### src/core/etdp_pkg.sv
// etdp_pkg: shared constants and types of the edge totalizer and output port block
// assumes an apb slave at 10 mhz; no other file defines these values
package etdp_pkg;
  localparam int unsigned COUNT_WIDTH = 26;
  localparam int unsigned PORT_WIDTH  = 8;

  // register byte offsets
  localparam logic [7:0] OFF_CTRL      = 8'h00;
  localparam logic [7:0] OFF_COUNT     = 8'h04;
  localparam logic [7:0] OFF_CLEAR     = 8'h08;
  localparam logic [7:0] OFF_PORT1     = 8'h0c;
  localparam logic [7:0] OFF_PORT2     = 8'h10;
  localparam logic [7:0] OFF_WORD      = 8'h14;
  localparam logic [7:0] OFF_DIR       = 8'h18;
  localparam logic [7:0] OFF_STATUS    = 8'h1c;

  // control, clear and status register fields
  localparam int unsigned CTRL_FALL_BIT = 0;
  localparam int unsigned CTRL_RTZ_BIT  = 1;
  localparam int unsigned CTRL_IN1_BIT  = 2;
  localparam int unsigned CTRL_IN2_BIT  = 3;
  localparam int unsigned CTRL_OE1_BIT  = 4;
  localparam int unsigned CTRL_OE2_BIT  = 5;
  localparam int unsigned CLEAR_BIT     = 0;
  localparam int unsigned STAT_REFUSE_BIT = 0;

  localparam logic [5:0]  CTRL_RESET   = 6'h00;
  localparam logic [25:0] COUNT_RESET  = 26'h0000000;
  localparam logic [25:0] COUNT_MAX    = 26'h3ffffff;
  localparam logic [7:0]  PORT_RESET   = 8'h00;

  typedef struct packed {
    logic       fall_edge;
    logic       read_then_zero;
    logic [1:0] scan_input;
    logic [1:0] out_enable;
  } etdp_ctrl_type;

  typedef struct packed {
    logic [7:0] upper;
    logic [7:0] lower;
  } etdp_word_type;
endpackage : etdp_pkg

### src/core/etdp_edge_count.sv
// etdp_edge_count: synchronised edge detector and 26-bit totalizer
// assumes pulse_in is asynchronous to pclk; clear inputs come from pclk logic
`timescale 1ns/1ps
module etdp_edge_count (
  input  wire logic                                pclk,
  input  wire logic                                presetn,
  input  wire logic                                pulse_in,
  input  wire logic                                fall_edge,
  input  wire logic                                zero_req,
  output logic [etdp_pkg::COUNT_WIDTH-1:0]         count
);
  logic [2:0] sync_reg;
  logic       agreed_reg;
  logic [etdp_pkg::COUNT_WIDTH-1:0] count_reg;
  logic [etdp_pkg::COUNT_WIDTH-1:0] count_next;
  wire        stable_level;
  wire        changed;
  wire        qualifies;

  // first stage feeds only the second; a change counts once stages two and three agree
  always_ff @(posedge pclk or negedge presetn) begin
    if (!presetn) begin
      sync_reg   <= 3'h0;
      agreed_reg <= 1'b0;
    end else begin
      sync_reg   <= {sync_reg[1:0], pulse_in}; // RULE11
      agreed_reg <= stable_level;
    end
  end

  assign stable_level = (sync_reg[1] == sync_reg[2]) ? sync_reg[2] : agreed_reg;
  assign changed      = stable_level != agreed_reg;
  assign qualifies    = changed && (stable_level != fall_edge); // RULE1

  // max wraps to zero naturally at 26 bits; clear beats a coincident edge
  assign count_next = zero_req  ? etdp_pkg::COUNT_RESET :                  // RULE12
                      qualifies ? count_reg + 26'h0000001 : count_reg;    // RULE5

  always_ff @(posedge pclk or negedge presetn) begin
    if (!presetn) count_reg <= etdp_pkg::COUNT_RESET;
    else          count_reg <= count_next;
  end

  assign count = count_reg;
endmodule : etdp_edge_count

### src/core/etdp_top.sv
// etdp_top: apb slave with edge totalizer and two 8-bit output ports
// assumes an apb master at 10 mhz; pulse_in comes from an outside pin
//
// The APB slave port and the address map were left to the implementer.
`timescale 1ns/1ps
// How it works
// RULE1 - count rising edges by default, falling edges when falling slope is chosen
// RULE2 - an immediate clear write zeroes the count at once
// RULE3 - in read-then-zero mode a count read returns the value then zeroes it
// RULE4 - that zeroing ignores any scan state
// RULE5 - count is 26 bits and wraps to zero after 67,108,863
// RULE6 - byte writes per port; word write at port one sets both at once; the code takes the word write at OFF_WORD, not at port one
// RULE7 - output enable is refused for a port marked as scanned input
// RULE8 - port readback returns the last value written
// RULE9 - direction query gives 0 for input and 1 for output
// RULE10 - after reset reads leave the count unchanged
// RULE11 - input is synchronised before edge detection, one increment per edge
// RULE12 - a clear coinciding with a counted edge leaves the count zero
module etdp_top (
  input  wire logic        pclk,
  input  wire logic        presetn,
  input  wire logic        psel,
  input  wire logic        penable,
  input  wire logic        pwrite,
  input  wire logic [7:0]  paddr,
  input  wire logic [31:0] pwdata,
  output logic [31:0]      prdata,
  output logic             pready,
  output logic             pslverr,
  input  wire logic        pulse_in,
  output logic [15:0]      port_out,
  output logic [1:0]       port_oe
);
  etdp_pkg::etdp_ctrl_type ctrl_reg;
  etdp_pkg::etdp_ctrl_type ctrl_next;
  etdp_pkg::etdp_word_type port_reg;
  etdp_pkg::etdp_word_type port_next;
  logic                    refused_reg;
  logic                    refused_next;
  logic [31:0]             prdata_reg;
  logic [31:0]             rdata_next;
  logic [etdp_pkg::COUNT_WIDTH-1:0] count;

  wire access   = psel && penable;
  wire wr       = access && pwrite;
  wire rd       = access && !pwrite;
  wire hit_ctrl = paddr == etdp_pkg::OFF_CTRL;
  wire hit_cnt  = paddr == etdp_pkg::OFF_COUNT;
  wire hit_clr  = paddr == etdp_pkg::OFF_CLEAR;
  wire hit_p1   = paddr == etdp_pkg::OFF_PORT1;
  wire hit_p2   = paddr == etdp_pkg::OFF_PORT2;
  wire hit_word = paddr == etdp_pkg::OFF_WORD;
  wire hit_dir  = paddr == etdp_pkg::OFF_DIR;
  wire hit_stat = paddr == etdp_pkg::OFF_STATUS;
  wire mapped   = hit_ctrl | hit_cnt | hit_clr | hit_p1 | hit_p2 | hit_word | hit_dir | hit_stat;

  wire clear_now      = wr && hit_clr && pwdata[etdp_pkg::CLEAR_BIT];       // RULE2
  wire rtz_read       = rd && hit_cnt && ctrl_reg.read_then_zero;           // RULE3 RULE4 RULE10
  wire zero_req       = clear_now || rtz_read;

  // requested output enables are masked by the scanned-input marks
  wire [1:0] want_in  = pwdata[etdp_pkg::CTRL_IN2_BIT:etdp_pkg::CTRL_IN1_BIT];
  wire [1:0] want_oe  = pwdata[etdp_pkg::CTRL_OE2_BIT:etdp_pkg::CTRL_OE1_BIT];
  wire [1:0] grant_oe = want_oe & ~want_in;                                 // RULE7
  wire       refuse   = wr && hit_ctrl && |(want_oe & want_in);

  always_comb begin
    ctrl_next = ctrl_reg;
    if (wr && hit_ctrl) begin
      ctrl_next.fall_edge      = pwdata[etdp_pkg::CTRL_FALL_BIT];           // RULE1
      ctrl_next.read_then_zero = pwdata[etdp_pkg::CTRL_RTZ_BIT];
      ctrl_next.scan_input     = want_in;
      ctrl_next.out_enable     = grant_oe;                                  // RULE7
    end
  end

  // a word write lands both bytes in the same edge so the pins never show a half update
  always_comb begin
    port_next = port_reg;
    if (wr && hit_p1) port_next.lower = pwdata[7:0];
    if (wr && hit_p2) port_next.upper = pwdata[7:0];
    if (wr && hit_word) port_next = pwdata[15:0];                           // RULE6
  end

  assign refused_next = refuse ? 1'b1 :
                        (wr && hit_stat && pwdata[etdp_pkg::STAT_REFUSE_BIT]) ? 1'b0 :
                        refused_reg;

  always_comb begin
    rdata_next = 32'h00000000;
    if (hit_ctrl) rdata_next = {26'h0, ctrl_reg.out_enable, ctrl_reg.scan_input,
                                ctrl_reg.read_then_zero, ctrl_reg.fall_edge};
    if (hit_cnt)  rdata_next = {6'h00, count};                              // RULE3
    if (hit_p1)   rdata_next = {24'h000000, port_reg.lower};                // RULE8
    if (hit_p2)   rdata_next = {24'h000000, port_reg.upper};                // RULE8
    if (hit_word) rdata_next = {16'h0000, port_reg};                        // RULE8
    if (hit_dir)  rdata_next = {30'h0, ctrl_reg.out_enable};                // RULE9
    if (hit_stat) rdata_next = {31'h0, refused_reg};
  end

  always_ff @(posedge pclk or negedge presetn) begin
    if (!presetn) begin
      ctrl_reg    <= etdp_pkg::CTRL_RESET;                                  // RULE10
      port_reg    <= {etdp_pkg::PORT_RESET, etdp_pkg::PORT_RESET};
      refused_reg <= 1'b0;
      prdata_reg  <= 32'h00000000;
    end else begin
      ctrl_reg    <= ctrl_next;
      port_reg    <= port_next;
      refused_reg <= refused_next;
      if (psel && !penable && !pwrite) prdata_reg <= rdata_next;
    end
  end

  etdp_edge_count u_count (
    .pclk      (pclk),
    .presetn   (presetn),
    .pulse_in  (pulse_in),
    .fall_edge (ctrl_reg.fall_edge),
    .zero_req  (zero_req),
    .count     (count)
  );

  // read data is latched in setup so a read-then-zero returns the pre-zero count
  assign prdata   = prdata_reg;
  assign pready   = 1'b1;
  assign pslverr  = access && !mapped;
  assign port_out = port_reg;
  assign port_oe  = ctrl_reg.out_enable;
endmodule : etdp_top

### config.mk
export PLATFORM = sky130hd
export DESIGN_NAME = etdp_top
export DESIGN_NICKNAME = d
export VERILOG_FILES = /design/src/core/etdp_pkg.sv /design/src/core/etdp_edge_count.sv /design/src/core/etdp_top.sv
export SDC_FILE = /design/constraint.sdc
export NUM_CORES = 1
export LEC_CHECK = 0
export ABC_AREA = 1
export BUFFER_PORTS_ARGS = -buffer_cell sky130_fd_sc_hd__buf_2
export CAP_MARGIN = 20
export CORE_UTILIZATION = 52
export CTS_CLUSTER_DIAMETER = 80
export CTS_CLUSTER_SIZE = 16
export DETAILED_ROUTE_END_ITERATION = 10
export PLACE_DENSITY = 0.78
export REMOVE_ABC_BUFFERS = 1
export SLEW_MARGIN = 0
export SYNTH_ARGS = -nofsm -noshare
export SYNTH_HDL_FRONTEND = slang
export SYNTH_SLANG_ARGS = --single-unit
### constraint.sdc
create_clock -name pclk -period 3.23 [get_ports pclk]
set_input_delay 0.1615 -clock pclk [delete_from_list [all_inputs] [get_ports pclk]]
set_output_delay 0.1615 -clock pclk [all_outputs]
set_load 0.05 [all_outputs]
==> flow_summary.toml <==
[placed_design]
dp.final_hpwl_um = 8480
io_buffer_count = 74
place_inst = 755
gp_congestion = 0.891

[sta]
rsz0062_at_grt = "no"
tns_ns = 0
max-slew-margin-rel = 0.551
worst_pin_slew_ns = 0.673
min_period_ns = 1.82
final_hold_viol_count = 0
final-setup-viol-count = 0
fmax_ghz = 0.551
finClkSkew_ns = 0.0112
min_period_over_period = 0.562
report.final.slew_viol_count = 0

[clock_network]
cts-root-buf = "clkbuf_8"
cts_tree = "built"
cts_buffer_depth = 2
htreeDepth = 3
cts-buffers-inserted = 9
clkSlewWorstSetupHoldPaths_ns = 0.08
cts_setup_buffers = 0
clock_latency_ns = 0.35
clkSinkCount = 79
cts-resized-gates = 0

[power]
switchingPower_uw = 608
power_leakage_uw = 0.00266
finalPower_uw = 2220
powerDensity_nw_per_um2 = 422
pwr-share-seq = 0.486
pwr-share-comb = 0.115
internal_power_uw = 1610
swShare = 0.274
vdd_drop_max_v = 0.000266
p_clk_frac = 0.399

[synthesis]
yosysTopAreaCell = "dfrtp_1"
synth_cell_types = 43
async_reset_ff_frac = 1.00
syn_area_per_cell_um2 = 7.78
yosys_register_bits = 79
ys_seq_area_frac = 0.431
synth.area.top_cells = "dfrtp_1 43%, nand2_1 14%, nor2_1 6.0%"
synth_edf_count = 0
synthCells = 590
yosysWarnings = 0
synth_top_area_share = 0.431
syn_area_um2 = 4590
synthFlopType = "dfrtp_1"

[final_layout]
drive_gt1_frac = 0.233
areaGrowthSynthToFinish_pct = 14.5
antennaDiodeCount = 0
fin_util = 0.627
fillCellCount = 749
finalNonFillerCells = 774
fin_nets = 711

[critical_path]
cp_max_fo = 17
rr_startpoint = "u_count.sync_reg[1]"
reg2regPathDepth = 8
cp.arrival_ns = 2.06
reg2reg_slack_ns = 1.41
critPathLaunchType = "flip-flop"
critPathKind = "flip-flop to flip-flop"
critPathLaunch = "u_count.sync_reg[1]"
end_kind = "flip-flop"
rr_endpoint = "u_count.count[9]"
crit_required_ns = 3.47
setup.worst_path.end = "u_count.count[9]"

[global_route]
grt_antenna_before_repair = 0
grt_usage = 0.273
grt_pass1_vias = 4014
grt_max_degree = 80
grt_pass1_wl_um = 19000
overflow = 0

[floorplanning]
die_h_um = 96.0
initial_core_util = 0.548
ioPinCount = 98
rows = 33
coreArea_um2 = 8380
fp.dieW_um = 96.0
die-area_um2 = 9210

[drt]
wl_um = 11500
drtIter0Drc = 223
via_per_inst = 5.44
drtAntennaViolNets = 0
vias = 4211
drc = 0
routedWlPerCell_um = 14.9
drtPass1Iterations = 5

[run_status]
status = "finished, final reports clean"

[job]
cap_violations = 0

[worst_hold_path]
hold_class = "primary input to flip-flop"
## cells in the final DEF (no fill, tap or decap), types with 3 or more instances in the layout
master	instances
nand3_1	31
dfrtp_1	79
clkbuf_8	9
nor2_1	73
conb_1	7
bufinv_16	3
nand3_2	4
nand4_1	13
nor2_4	9
nor2_2	3
buf_2	73
inv_1	53
xor2_1	4
nand2_4	3
o21ai_0	26
o211ai_1	3
nand2_1	167
o221ai_1	3
o21ai_1	4
nor3_1	11
o31ai_2	7
o21ai_2	12
inv_2	8
a21oi_1	28
nand2_2	9
## worst min-delay path by stage
stage / start / endpoint / slack (ns) / depth (start not counted)
after global routing: pwdata[12] / port_out[12] / 0.07 / 3
after CTS: presetn / port_out[7] / 0.005 / 1
after global placement: pulse_in / u_count.sync_reg[0] / 0.27 / 1
after detailed placement: pulse_in / u_count.sync_reg[0] / 0.27 / 1
after floorplan: presetn / ctrl_reg[2] / -0.13 / 0
final: pwdata[8] / port_out[8] / 0.07 / 3
## cell type report
cell class / instances / area [um^2] / area share
well taps: 105 / 131 / 0.0250
repair buffers: 77 / 420 / 0.0800
flip-flops and latches: 79 / 1980 / 0.376
clock buffers: 11 / 131 / 0.0250
clock inverters: 5 / 106 / 0.0202
multi-input cells: 434 / 2240 / 0.427
inverters: 63 / 246 / 0.0469
## synthesized netlist by cell type (4+ instances only)
| cell type | number |
|---|---|
| nand3_1 | 31 |
| inv_1 | 53 |
| inv_2 | 8 |
| nand2_2 | 9 |
| nor2_4 | 9 |
| nor2_1 | 73 |
| nand4_1 | 13 |
| o21ai_0 | 26 |
| nand3_2 | 4 |
| o21ai_1 | 4 |
| o21ai_2 | 12 |
| a21oi_1 | 28 |
| buf_4 | 10 |
| dfrtp_1 | 79 |
| o31ai_2 | 7 |
| nand2_1 | 167 |
| buf_6 | 4 |
| nor3_1 | 11 |
| xor2_1 | 4 |
## power by group through the flow
stage | Sequential [uW] | Clock (uW) | Combinational, uW
2_1_floorplan | 1110 | 0 | 135
3_3_place_gp | 1090 | 0 | 242
6_report | 1080 | 887 | 256
3_5_place_dp | 1100 | 0 | 248
5_1_grt | 1080 | 942 | 282
4_1_cts | 1080 | 895 | 251
## cells by family after synthesis
family,after synthesis,share of synthesized area
other,2,0.00164
AND/OR/NAND/NOR,332,0.343
XOR/XNOR,5,0.00954
flip-flops,79,0.431
adder cells (fa/ha/maj),1,0.00272
AO/OA/AOI/OAI,89,0.128
buffers and inverters,82,0.0847
## layer usage
| layer | vias up | part of all wire | GRT usage | routed length, um |
|---|---|---|---|---|
| li1 | 2047 | - | - | - |
| met1 | 2006 | 0.47 | 0.385 | 5420 |
| met2 | 142 | 0.46 | 0.427 | 5260 |
| met3 | 16 | 0.059 | 0.0521 | 677 |
| met4 | 0 | 0.014 | 0.0808 | 164 |
| met5 | - | 0 | 0 | 0 |
## worst max-delay path, cell delays in order, from the launching register on
cell and delay, ns:
dfrtp_1 0.41, inv_1 0.09, nand4_1 0.10, nand2_2 0.30, inv_1 0.19, nor2_1 0.26, nand2_1 0.11, o21ai_0 0.17
a21oi_1 0.06
## what timing repair did
action                                  in CTS  in global routing
hold endpoints to repair                     1                 79
hold buffers                                 1                  1
endpoints found under the setup margin       0                  0
## through the flow
stage | worst slack, ns | cell area (um^2) | hold WS (ns)
after floorplan | 1.38 | 4470 | -0.134
after global placement | 1.51 | 4970 | 0.271
after detailed placement | 1.44 | 4970 | 0.274
after CTS | 1.43 | 5220 | 0.00468
after global routing | 1.24 | 5260 | 0.0668
final | 1.41 | 5260 | 0.0738
Power figures use the tool's default switching activity.
